==> src/axm_consts.vh <==
// constants for the auxiliary i2c channel 1 and 2 block
`ifndef AXM_CONSTS_VH
`define AXM_CONSTS_VH
`define AXM_OFF_CH1_ADDR    8'h28
`define AXM_OFF_CH1_REG     8'h29
`define AXM_OFF_CH1_CTRL    8'h2A
`define AXM_OFF_CH2_ADDR    8'h2B
`define AXM_OFF_CH2_REG     8'h2C
`define AXM_OFF_CH2_CTRL    8'h2D
`define AXM_OFF_CH1_WDATA   8'h61
`define AXM_OFF_CH2_WDATA   8'h62
`define AXM_OFF_STATUS      8'h63
`define AXM_OFF_SAMPLE_BASE 8'h49
`define AXM_RST_ADDR        8'h00
`define AXM_RST_REG         8'h00
`define AXM_RST_CTRL        8'h00
`define AXM_RST_WDATA       8'h00
`define AXM_BIT_RNW         7
`define AXM_BIT_EN          7
`define AXM_BIT_SWAP        6
`define AXM_BIT_SKIPREG     5
`define AXM_BIT_GRP         4
`define AXM_ST_BUSY         0
`define AXM_ST_NACK1        1
`define AXM_ST_NACK2        2
`define AXM_CMD_START       2'h0
`define AXM_CMD_WRITE       2'h1
`define AXM_CMD_READ        2'h2
`define AXM_CMD_STOP        2'h3
`define AXM_CLK_PERIOD_NS   25
`define AXM_SCL_PERIOD_NS   2500
// quarter of the line clock period, in system clocks
`define AXM_SCL_QUARTER     16'h0019
`define AXM_SAMPLE_DEPTH    24
`endif

==> src/axm_sync.v <==
// two-flop synchroniser for pin inputs
`default_nettype none
module axm_sync #(
	parameter WIDTH = 2
) (
	input  wire             clk,    // system clock
	input  wire             rst,    // synchronous reset
	input  wire [WIDTH-1:0] din,    // asynchronous inputs
	output reg  [WIDTH-1:0] dout    // synchronised outputs
);
	reg [WIDTH-1:0] stage1;

	always @(posedge clk) begin
		if (rst) begin
			stage1 <= {WIDTH{1'b1}};
			dout   <= {WIDTH{1'b1}};
		end else begin
			stage1 <= din;
			dout   <= stage1;
		end
	end
endmodule
`default_nettype wire

==> src/axm_i2c_engine.v <==
// i2c byte engine: start, byte write, byte read, stop
`include "axm_consts.vh"
`default_nettype none
module axm_i2c_engine #(
	parameter [15:0] QUARTER = `AXM_SCL_QUARTER
) (
	input  wire       clk,       // system clock
	input  wire       rst,       // synchronous reset
	input  wire       cmdValid,  // command pulse, taken when idle
	input  wire [1:0] cmdCode,   // command code
	input  wire [7:0] txByte,    // byte to write
	input  wire       ackSend,   // 1: acknowledge a read byte
	input  wire       sclIn,     // synchronised clock line
	input  wire       sdaIn,     // synchronised data line
	output reg        done,      // command finished pulse
	output reg  [7:0] rxByte,    // byte read
	output reg        ackSeen,   // target acknowledged
	output reg        sclOe,     // pull clock line low
	output reg        sdaOe      // pull data line low
);
	localparam E_IDLE  = 2'h0;
	localparam E_START = 2'h1;
	localparam E_BITS  = 2'h2;
	localparam E_STOP  = 2'h3;

	reg [1:0]  state;
	reg [1:0]  quarter;
	reg [15:0] qcnt;
	reg [3:0]  bitIdx;
	reg [7:0]  txShift;
	reg        isRead;
	reg        ackDrive;

	// target holding clock low stalls the divider
	wire stretch = !sclOe && !sclIn;
	wire tick    = (qcnt == QUARTER - 16'h0001);

	always @(posedge clk) begin
		if (rst) begin
			state    <= E_IDLE;
			quarter  <= 2'h0;
			qcnt     <= 16'h0000;
			bitIdx   <= 4'h0;
			txShift  <= 8'h00;
			isRead   <= 1'b0;
			ackDrive <= 1'b0;
			done     <= 1'b0;
			rxByte   <= 8'h00;
			ackSeen  <= 1'b0;
			sclOe    <= 1'b0;
			sdaOe    <= 1'b0;
		end else begin
			done <= 1'b0;
			if (state == E_IDLE) begin
				if (cmdValid) begin
					qcnt    <= 16'h0000;
					quarter <= 2'h0;
					bitIdx  <= 4'h0;
					case (cmdCode)
						`AXM_CMD_START: begin
							sdaOe <= 1'b0;
							state <= E_START;
						end
						`AXM_CMD_WRITE: begin
							txShift <= txByte;
							isRead  <= 1'b0;
							state   <= E_BITS;
						end
						`AXM_CMD_READ: begin
							isRead   <= 1'b1;
							ackDrive <= ackSend;
							state    <= E_BITS;
						end
						default: state <= E_STOP;
					endcase
				end
			end else if (!stretch) begin
				if (!tick) begin
					qcnt <= qcnt + 16'h0001;
				end else begin
					qcnt    <= 16'h0000;
					quarter <= quarter + 2'h1;
					case (state)
						// start: data falls while clock high
						E_START: begin
							case (quarter)
								2'h0: sclOe <= 1'b0;
								2'h1: sdaOe <= 1'b1;
								2'h2: sclOe <= 1'b1;
								default: begin
									done  <= 1'b1;
									state <= E_IDLE;
								end
							endcase
						end
						E_BITS: begin
							case (quarter)
								2'h0: begin
									if (bitIdx == 4'h8)
										sdaOe <= isRead & ackDrive;
									else
										sdaOe <= !isRead & !txShift[7];
								end
								2'h1: sclOe <= 1'b0;
								2'h2: begin
									if (bitIdx == 4'h8)
										ackSeen <= !sdaIn;
									else
										rxByte <= {rxByte[6:0], sdaIn};
								end
								default: begin
									sclOe   <= 1'b1;
									txShift <= {txShift[6:0], 1'b0};
									if (bitIdx == 4'h8) begin
										done  <= 1'b1;
										state <= E_IDLE;
									end else begin
										bitIdx <= bitIdx + 4'h1;
									end
								end
							endcase
						end
						// stop: data rises while clock high
						default: begin
							case (quarter)
								2'h0: sdaOe <= 1'b1;
								2'h1: sclOe <= 1'b0;
								2'h2: sdaOe <= 1'b0;
								default: begin
									done  <= 1'b1;
									state <= E_IDLE;
								end
							endcase
						end
					endcase
				end
			end
		end
	end
endmodule
`default_nettype wire

==> src/axm_aux_channels.v <==
// auxiliary i2c master, slave channels 1 and 2
//
// Design decision made here: the strobed register port.
`include "axm_consts.vh"
`default_nettype none
module axm_aux_channels #(
	parameter [15:0] SCL_QUARTER  = `AXM_SCL_QUARTER,
	parameter        SAMPLE_DEPTH = `AXM_SAMPLE_DEPTH
) (
	input  wire       mclk,          // system clock, 40 MHz
	input  wire       sys_rst,       // synchronous reset, active high
	input  wire [7:0] regAddr,       // register address
	input  wire [7:0] regWdata,      // register write data
	input  wire       regWrite,      // write strobe
	input  wire       regRead,       // read strobe
	output reg  [7:0] regRdata,      // read data, cycle after strobe
	input  wire       samplePulse,   // one pulse per sample period
	input  wire       ch0Enable,     // channel 0 enabled
	input  wire [3:0] ch0ByteCount,  // channel 0 byte count
	input  wire       sclIn,         // clock line level
	output reg        sclOut,        // clock line drive value, always 0
	output wire       sclOe,         // pull clock line low
	input  wire       sdaIn,         // data line level
	output reg        sdaOut,        // data line drive value, always 0
	output wire       sdaOe          // pull data line low
);
	localparam S_IDLE   = 4'h0;
	localparam S_SEL    = 4'h1;
	localparam S_START  = 4'h2;
	localparam S_ADDR   = 4'h3;
	localparam S_REG    = 4'h4;
	localparam S_RSTART = 4'h5;
	localparam S_RADDR  = 4'h6;
	localparam S_DATA   = 4'h7;
	localparam S_WDATA  = 4'h8;
	localparam S_STOP   = 4'h9;

	reg  [7:0] slave1TargetAddress;
	reg  [7:0] slave1StartRegister;
	reg  [7:0] slave1ChannelControl;
	reg  [7:0] slave2TargetAddress;
	reg  [7:0] slave2StartRegister;
	reg  [7:0] slave2ChannelControl;
	reg  [7:0] ch1WriteData;
	reg  [7:0] ch2WriteData;
	reg        nack1;
	reg        nack2;
	reg  [7:0] externalSampleBytes [0:SAMPLE_DEPTH-1];

	reg  [3:0] state;
	reg  [1:0] pending;
	reg        cur;
	reg        issued;
	reg        cmdValid;
	reg  [1:0] cmdCode;
	reg  [7:0] txByte;
	reg        ackSend;
	reg  [6:0] curId;
	reg        curRead;
	reg  [7:0] curStart;
	reg        curSwap;
	reg        curSkip;
	reg        curGrp;
	reg  [3:0] curCount;
	reg  [5:0] curBase;
	reg  [3:0] byteIdx;
	integer    i;

	wire [1:0] syncOut;
	wire       sclSync = syncOut[1];
	wire       sdaSync = syncOut[0];
	wire       engDone;
	wire [7:0] rxByte;
	wire       ackSeen;

	wire       ch1ReadNotWrite = slave1TargetAddress[`AXM_BIT_RNW];
	wire       ch2ReadNotWrite = slave2TargetAddress[`AXM_BIT_RNW];
	wire [6:0] ch1TargetId     = slave1TargetAddress[6:0];
	wire [6:0] ch2TargetId     = slave2TargetAddress[6:0];
	wire       ch1Enable       = slave1ChannelControl[`AXM_BIT_EN];
	wire       ch2Enable       = slave2ChannelControl[`AXM_BIT_EN];
	wire [3:0] ch1ByteCount    = slave1ChannelControl[3:0];
	wire [3:0] ch2ByteCount    = slave2ChannelControl[3:0];

	// channel 1 starts after channel 0 bytes
	wire [5:0] ch1Base = ch0Enable ? {2'b00, ch0ByteCount} : 6'h00;
	// channel 2 starts after channels 0 and 1
	wire [5:0] ch2Base = ch1Base + (ch1Enable ? {2'b00, ch1ByteCount} : 6'h00);

	// target register address of the current byte
	wire [7:0] byteRegAddr = curStart + {4'h0, byteIdx};
	wire       notLast     = ({1'b0, byteIdx} + 5'h01) < {1'b0, curCount};
	// first of a pair: even address when group 0, odd when 1
	wire       pairFirst   = (byteRegAddr[0] == curGrp);
	// swap only bytes whose partner was read
	wire       swapFirst   = curSwap && pairFirst && notLast;
	wire       swapSecond  = curSwap && !pairFirst && (byteIdx != 4'h0);
	// no adjustment when swapping is off
	wire [5:0] destIdx     = curBase + {2'b00, byteIdx}
	                         + (swapFirst ? 6'h01 : (swapSecond ? 6'h3F : 6'h00));

	wire [7:0] statusValue = {5'h00, nack2, nack1, (state != S_IDLE)};
	wire [7:0] sampleOff   = regAddr - `AXM_OFF_SAMPLE_BASE;
	wire       sampleHit   = (regAddr >= `AXM_OFF_SAMPLE_BASE) && (sampleOff < SAMPLE_DEPTH);
	wire       nackEvent   = engDone && !ackSeen &&
	                         ((state == S_ADDR) || (state == S_REG) || (state == S_RADDR));

	axm_sync #(
		.WIDTH (2)
	) u_sync (
		.clk  (mclk),
		.rst  (sys_rst),
		.din  ({sclIn, sdaIn}),
		.dout (syncOut)
	);

	axm_i2c_engine #(
		.QUARTER (SCL_QUARTER)
	) u_engine (
		.clk      (mclk),
		.rst      (sys_rst),
		.cmdValid (cmdValid),
		.cmdCode  (cmdCode),
		.txByte   (txByte),
		.ackSend  (ackSend),
		.sclIn    (sclSync),
		.sdaIn    (sdaSync),
		.done     (engDone),
		.rxByte   (rxByte),
		.ackSeen  (ackSeen),
		.sclOe    (sclOe),
		.sdaOe    (sdaOe)
	);

	// register writes and read answers
	always @(posedge mclk) begin
		if (sys_rst) begin
			slave1TargetAddress  <= `AXM_RST_ADDR;
			slave1StartRegister  <= `AXM_RST_REG;
			slave1ChannelControl <= `AXM_RST_CTRL;
			slave2TargetAddress  <= `AXM_RST_ADDR;
			slave2StartRegister  <= `AXM_RST_REG;
			slave2ChannelControl <= `AXM_RST_CTRL;
			ch1WriteData         <= `AXM_RST_WDATA;
			ch2WriteData         <= `AXM_RST_WDATA;
			nack1                <= 1'b0;
			nack2                <= 1'b0;
			regRdata             <= 8'h00;
			sclOut               <= 1'b0;
			sdaOut               <= 1'b0;
		end else begin
			sclOut <= 1'b0;
			sdaOut <= 1'b0;
			if (regWrite) begin
				case (regAddr)
					`AXM_OFF_CH1_ADDR:  slave1TargetAddress  <= regWdata;
					`AXM_OFF_CH1_REG:   slave1StartRegister  <= regWdata;
					`AXM_OFF_CH1_CTRL:  slave1ChannelControl <= regWdata;
					`AXM_OFF_CH2_ADDR:  slave2TargetAddress  <= regWdata;
					`AXM_OFF_CH2_REG:   slave2StartRegister  <= regWdata;
					`AXM_OFF_CH2_CTRL:  slave2ChannelControl <= regWdata;
					`AXM_OFF_CH1_WDATA: ch1WriteData         <= regWdata;
					`AXM_OFF_CH2_WDATA: ch2WriteData         <= regWdata;
					default: ;
				endcase
			end
			// sticky nack flags: write one clears, a new nack wins
			if (nackEvent && !cur)
				nack1 <= 1'b1;
			else if (regWrite && regAddr == `AXM_OFF_STATUS && regWdata[`AXM_ST_NACK1])
				nack1 <= 1'b0;
			if (nackEvent && cur)
				nack2 <= 1'b1;
			else if (regWrite && regAddr == `AXM_OFF_STATUS && regWdata[`AXM_ST_NACK2])
				nack2 <= 1'b0;
			regRdata <= 8'h00;
			if (regRead) begin
				case (regAddr)
					`AXM_OFF_CH1_ADDR:  regRdata <= slave1TargetAddress;
					`AXM_OFF_CH1_REG:   regRdata <= slave1StartRegister;
					`AXM_OFF_CH1_CTRL:  regRdata <= slave1ChannelControl;
					`AXM_OFF_CH2_ADDR:  regRdata <= slave2TargetAddress;
					`AXM_OFF_CH2_REG:   regRdata <= slave2StartRegister;
					`AXM_OFF_CH2_CTRL:  regRdata <= slave2ChannelControl;
					`AXM_OFF_CH1_WDATA: regRdata <= ch1WriteData;
					`AXM_OFF_CH2_WDATA: regRdata <= ch2WriteData;
					`AXM_OFF_STATUS:    regRdata <= statusValue;
					default: begin
						if (sampleHit)
							regRdata <= externalSampleBytes[sampleOff[4:0]];
					end
				endcase
			end
		end
	end

	// command byte and code for each transfer phase
	always @* begin
		cmdCode = `AXM_CMD_STOP;
		txByte  = 8'h00;
		case (state)
			S_START, S_RSTART: cmdCode = `AXM_CMD_START;
			S_ADDR: begin
				cmdCode = `AXM_CMD_WRITE;
				// with register phase, first address is a write
				txByte  = {curId, curSkip ? curRead : 1'b0};
			end
			S_REG: begin
				cmdCode = `AXM_CMD_WRITE;
				txByte  = curStart;
			end
			S_RADDR: begin
				cmdCode = `AXM_CMD_WRITE;
				txByte  = {curId, 1'b1};
			end
			S_WDATA: begin
				cmdCode = `AXM_CMD_WRITE;
				txByte  = cur ? ch2WriteData : ch1WriteData;
			end
			S_DATA: cmdCode = `AXM_CMD_READ;
			default: cmdCode = `AXM_CMD_STOP;
		endcase
	end

	// channel sequencer
	always @(posedge mclk) begin
		if (sys_rst) begin
			state    <= S_IDLE;
			pending  <= 2'b00;
			cur      <= 1'b0;
			issued   <= 1'b0;
			cmdValid <= 1'b0;
			ackSend  <= 1'b0;
			curId    <= 7'h00;
			curRead  <= 1'b0;
			curStart <= 8'h00;
			curSwap  <= 1'b0;
			curSkip  <= 1'b0;
			curGrp   <= 1'b0;
			curCount <= 4'h0;
			curBase  <= 6'h00;
			byteIdx  <= 4'h0;
			for (i = 0; i < SAMPLE_DEPTH; i = i + 1)
				externalSampleBytes[i] <= 8'h00;
		end else begin
			cmdValid <= 1'b0;
			if (state != S_IDLE && state != S_SEL && !issued) begin
				cmdValid <= 1'b1;
				issued   <= 1'b1;
				ackSend  <= notLast;
			end
			if (engDone)
				issued <= 1'b0;
			case (state)
				S_IDLE: begin
					// only enabled channels run, once per sample
					if (samplePulse && (ch1Enable || ch2Enable)) begin
						pending <= {ch2Enable, ch1Enable};
						state   <= S_SEL;
					end
				end
				S_SEL: begin
					byteIdx <= 4'h0;
					if (pending[0]) begin
						pending[0] <= 1'b0;
						cur        <= 1'b0;
						curId      <= ch1TargetId;
						curRead    <= ch1ReadNotWrite;
						curStart   <= slave1StartRegister;
						curSwap    <= slave1ChannelControl[`AXM_BIT_SWAP];
						curSkip    <= slave1ChannelControl[`AXM_BIT_SKIPREG];
						curGrp     <= slave1ChannelControl[`AXM_BIT_GRP];
						curCount   <= ch1ByteCount;
						curBase    <= ch1Base;
						state      <= S_START;
					end else if (pending[1]) begin
						pending[1] <= 1'b0;
						cur        <= 1'b1;
						curId      <= ch2TargetId;
						curRead    <= ch2ReadNotWrite;
						curStart   <= slave2StartRegister;
						curSwap    <= slave2ChannelControl[`AXM_BIT_SWAP];
						curSkip    <= slave2ChannelControl[`AXM_BIT_SKIPREG];
						curGrp     <= slave2ChannelControl[`AXM_BIT_GRP];
						curCount   <= ch2ByteCount;
						curBase    <= ch2Base;
						state      <= S_START;
					end else begin
						state <= S_IDLE;
					end
				end
				S_START: if (engDone) state <= S_ADDR;
				S_ADDR: begin
					if (engDone) begin
						if (!ackSeen)
							state <= S_STOP;
						else if (!curSkip)
							state <= S_REG;
						else if (!curRead)
							state <= S_WDATA;
						else
							state <= (curCount == 4'h0) ? S_STOP : S_DATA;
					end
				end
				S_REG: begin
					if (engDone) begin
						if (!ackSeen)
							state <= S_STOP;
						else
							state <= curRead ? S_RSTART : S_WDATA;
					end
				end
				S_RSTART: if (engDone) state <= S_RADDR;
				S_RADDR: begin
					if (engDone) begin
						if (!ackSeen || curCount == 4'h0)
							state <= S_STOP;
						else
							state <= S_DATA;
					end
				end
				S_DATA: begin
					if (engDone) begin
						// store at swapped or in-order position
						if (destIdx < SAMPLE_DEPTH)
							externalSampleBytes[destIdx[4:0]] <= rxByte;
						byteIdx <= byteIdx + 4'h1;
						if (!notLast)
							state <= S_STOP;
					end
				end
				S_WDATA: if (engDone) state <= S_STOP;
				S_STOP: if (engDone) state <= S_SEL;
				default: state <= S_IDLE;
			endcase
		end
	end
endmodule
`default_nettype wire

==> config.mk <==
export PLATFORM = sky130hd
export DESIGN_NAME = axm_aux_channels
export DESIGN_NICKNAME = d
export VERILOG_FILES = /design/src/axm_sync.v /design/src/axm_i2c_engine.v /design/src/axm_aux_channels.v
export VERILOG_INCLUDE_DIRS = /design/src /design/src/src
export SDC_FILE = /design/constraint.sdc
export NUM_CORES = 1
export LEC_CHECK = 0
export ABC_CLOCK_PERIOD_IN_PS = 6150
export BUFFER_PORTS_ARGS = -buffer_cell sky130_fd_sc_hd__buf_2
export CORE_MARGIN = 3
export CORE_UTILIZATION = 50
export CTS_CLUSTER_DIAMETER = 50
export DETAILED_ROUTE_END_ITERATION = 8
export GPL_TIMING_DRIVEN = 0
export MAX_ROUTING_LAYER = met4
export PLACE_DENSITY_LB_ADDON = 0.12
export SKIP_LAST_GASP = 1
export SYNTH_ARGS = -nofsm -noshare
export SYNTH_HDL_FRONTEND = slang
export SYNTH_HIERARCHICAL = 1
export SYNTH_SLANG_ARGS = --single-unit
==> constraint.sdc <==
create_clock -name mclk -period 6.15 [get_ports mclk]
set_clock_uncertainty 0.1 [all_clocks]
set_input_delay 0.3075 -clock mclk [delete_from_list [all_inputs] [get_ports mclk]]
set_output_delay 0.3075 -clock mclk [all_outputs]
set_load 0.05 [all_outputs]
==> metrics.yaml <==
setup_path:
  path_class: "reg -> reg"
  reg2reg_slack_ps: 720
  crit_top_cell: "ha_1"
  reg2reg_from: "byteIdx[0]$_SDFFE_PP0P_"
  timing.critical_path.arrival_ps: 5590
  crit_required_ps: 6310
  end_kind: "register"
  critPathBufInv: 1
  path_cells: "inv_1, ha_1, ha_1, a21boi_0, o21a_1, o21ai_0, nand2_1, o31ai_1, fa_1, ha_1, fa_1, a21o_1, a21oi_1, xor2_1, nand3_1, nor2_1, or2_2"
  critical-path-top-delay-family: "adder cells"
  r2r_cells: 17
  worst_path_largest_cell_delay_ps: 610
  slowest_stage: "nor2_1"
  startpoint_type: "register"
  path_max_fanout: 9
  r2r-end: "externalSampleBytes[1][1]$_SDFFCE_PN0P_"
worst_hold_path:
  whs_path_depth: 3
  min_path_type: "in -> reg"
  hp-start: "regWdata[5]"
  min_to: "ch1WriteData[5]$_SDFFE_PP0P_"
synth:
  ys_seq_elements: 406
  synthTopCellsByArea: "edfxtp_1, dfxtp_1, mux4_2"
  synth.cell_area_um2: 19800
  synth.distinct_cells: 80
  ys_seq_area_share_pct: 53.2
  synth-edff-count: 240
  synthArstFlopShare_pct: 0
  ys.flop_type: "edfxtp_1"
  yosys_warnings: 6
  synthCells: 1743
  synth_top_cell_area_share_pct: 36.4
  synth_top_area_cell: "edfxtp_1"
  syn_avg_cell_area_um2: 11.4
place:
  place.gp.congestion: 0.936
  io_buffers: 28
  place_ws_ps: 771
  dp_hpwl_um: 37800
sta:
  setup_tns_ps: 0
  fmax_mhz: 184
  hold_viol_final: 0
  finalCritPeriodShare_pct: 88.3
  finalCriticalPeriod_ps: 5430
  worstMarginPinSlew_ps: 1010
  setup_viol: 0
  fin_ws_ps: 722
  drv_slew: 0
  max_slew_margin_pct: 32.6
  rsz0062_at_grt: "false"
layout:
  n_antenna_cell: 0
  ff_latch_area_um2: 10500
  syn_to_final_growth_pct: 13.4
  fill_cells: 3346
  layout_common_cells: "edfxtp_1, and2_1, dfxtp_1, nor2_1, nand2_1"
  final_common_cell: "edfxtp_1"
  fin_nets: 1944
  reg_top3: "externalSampleBytes x240, u_engine/qcnt x16"
  largest_reg_flops: 240
  top_register: "externalSampleBytes"
  drive_above_1_share_pct: 12.9
  multi_input_area_um2: 8790
routing:
  drc: 0
  routed_via_density: 5.82
  wl_per_cell_um: 22.1
  vias: 14200
  drt-total-wl_um: 53800
  dr.pass1.iters: 6
  detail-route-antenna-nets: 0
  drt-initial-drc-count: 1295
clock_tree:
  ctsLongestPathBuffers: 3
  cts_inserted_buffers: 49
  h-tree-depth: 2
  root_buffer: "clkbuf_16"
  cts_tree: "yes"
  clk_pin_slew_worst_paths_ps: 60
  clkSinkCount: 406
  postCtsSetupRepairBufs: 0
  cts_resized: 0
  clock_latency_ps: 590
floorplanning:
  num_rows: 72
  dieArea_um2: 42000
  start_util_pct: 51.0
  die_y_um: 205
  chipWidth_um: 205
  io_pins: 40
  coreArea_um2: 38800
power:
  p_per_area_nw_per_um2: 302
  leakagePower_nw: 8.12
  intPower_mw: 4.97
  ir_worst_vdd_mv: 0.247
  sequentialPowerShare_pct: 44.1
  p_sw_share_pct: 26.7
  clockPowerShare_pct: 42.4
  p_comb_share_pct: 13.4
  power.switching_mw: 1.81
job:
  max-cap-violations: 0
grt:
  grt_max_degree: 17
  grt_pass1_vias: 13800
  grtUsageTotal_pct: 26.5
  grt_pass1_wl_um: 82300
  grt.overflow.total: 0
  antenna_found_initial: 0
status:
  outcome: "completed"
[worst min-delay path: stages]
cell and delay, ps:
clkbuf_1 210, nand2_1 110, a21oi_1 50
[final cells by class]
type,instances,area share [%]
flip-flops and latches,406,46.9
multi-input cells,1232,39.2
clock inverters,24,1.00
repair buffers,34,0.892
well taps,518,2.89
plain buffers,112,2.21
inverters,42,0.702
clock buffers,67,6.22
[repair_timing]
| action | in CTS | in global routing |
|---|---|---|
| setup endpoints to repair | 0 | 0 |
| hold buffers | 6 | 0 |
| hold endpoints to repair | 6 | 0 |
[per-stage QoR]
stage	cell area (µm²)	cells	power [mW]	utilization [%]	hold slack, ps
detailed placement	20800	2338	3.95	53.5	294
global route	22400	2435	7.01	57.8	56.8
global placement	20800	2338	3.93	53.5	298
CTS	22400	2435	6.81	57.8	13.0
finish	22400	2435	6.78	57.8	51.1
floorplan	20000	1792	3.67	-	283
[synth_stat cells, types with 24 or more instances]
| cell | n |
|---|---|
| clkbuf_1 | 79 |
| a211oi_1 | 34 |
| nand3_1 | 44 |
| dfxtp_1 | 166 |
| nor2_1 | 158 |
| and2_1 | 204 |
| mux2i_1 | 109 |
| inv_1 | 42 |
| edfxtp_1 | 240 |
| nor3_1 | 24 |
| a21oi_1 | 63 |
| mux4_2 | 60 |
| o21ai_0 | 37 |
| ha_1 | 33 |
| or2_2 | 26 |
| nand2_1 | 146 |
[cell families after synthesis]
group,Yosys count,share of synthesized area (%)
multiplexers,172,12.5
adder cells (fa/ha/maj),39,2.69
AND/OR/NAND/NOR,703,18.6
flip-flops,406,53.2
other,1,0.0190
XOR/XNOR,18,0.797
AO/OA/AOI/OAI,250,8.80
buffers and inverters,154,3.31
[routing by layer]
metal  up-vias  share of wire [%]  track usage (%)
met5         -                  0                -
met4         0                3.7             9.49
met3       108                5.9             3.89
met2       485                 48             42.4
met1      7016                 42             34.7
li1       6573                  -                -
[worst max-delay path by stage]
stage	slack, ps	cells past startpoint	start	end
2_1_floorplan	1830	17	byteIdx[0]$_SDFFE_PP0P_	externalSampleBytes[10][0]$_SDFFCE_PN0P_
3_3_place_gp	890	17	byteIdx[0]$_SDFFE_PP0P_	externalSampleBytes[2][4]$_SDFFCE_PN0P_
3_5_place_dp	770	17	byteIdx[0]$_SDFFE_PP0P_	externalSampleBytes[2][4]$_SDFFCE_PN0P_
4_1_cts	770	17	byteIdx[0]$_SDFFE_PP0P_	externalSampleBytes[1][1]$_SDFFCE_PN0P_
5_1_grt	290	17	byteIdx[0]$_SDFFE_PP0P_	externalSampleBytes[0][0]$_SDFFCE_PN0P_
6_report	720	17	byteIdx[0]$_SDFFE_PP0P_	externalSampleBytes[1][1]$_SDFFCE_PN0P_
[power by group through the flow]
| stage | sequential [mW] | combinational, mW | clock, mW |
|---|---|---|---|
| 2_1_floorplan | 3.04 | 0.638 | 0 |
| 3_3_place_gp | 3.05 | 0.884 | 0 |
| 3_5_place_dp | 3.05 | 0.896 | 0 |
| 4_1_cts | 2.99 | 0.902 | 2.91 |
| 5_1_grt | 3.00 | 0.990 | 3.02 |
| 6_report | 2.99 | 0.911 | 2.88 |
(Power assumes the default switching activity.)
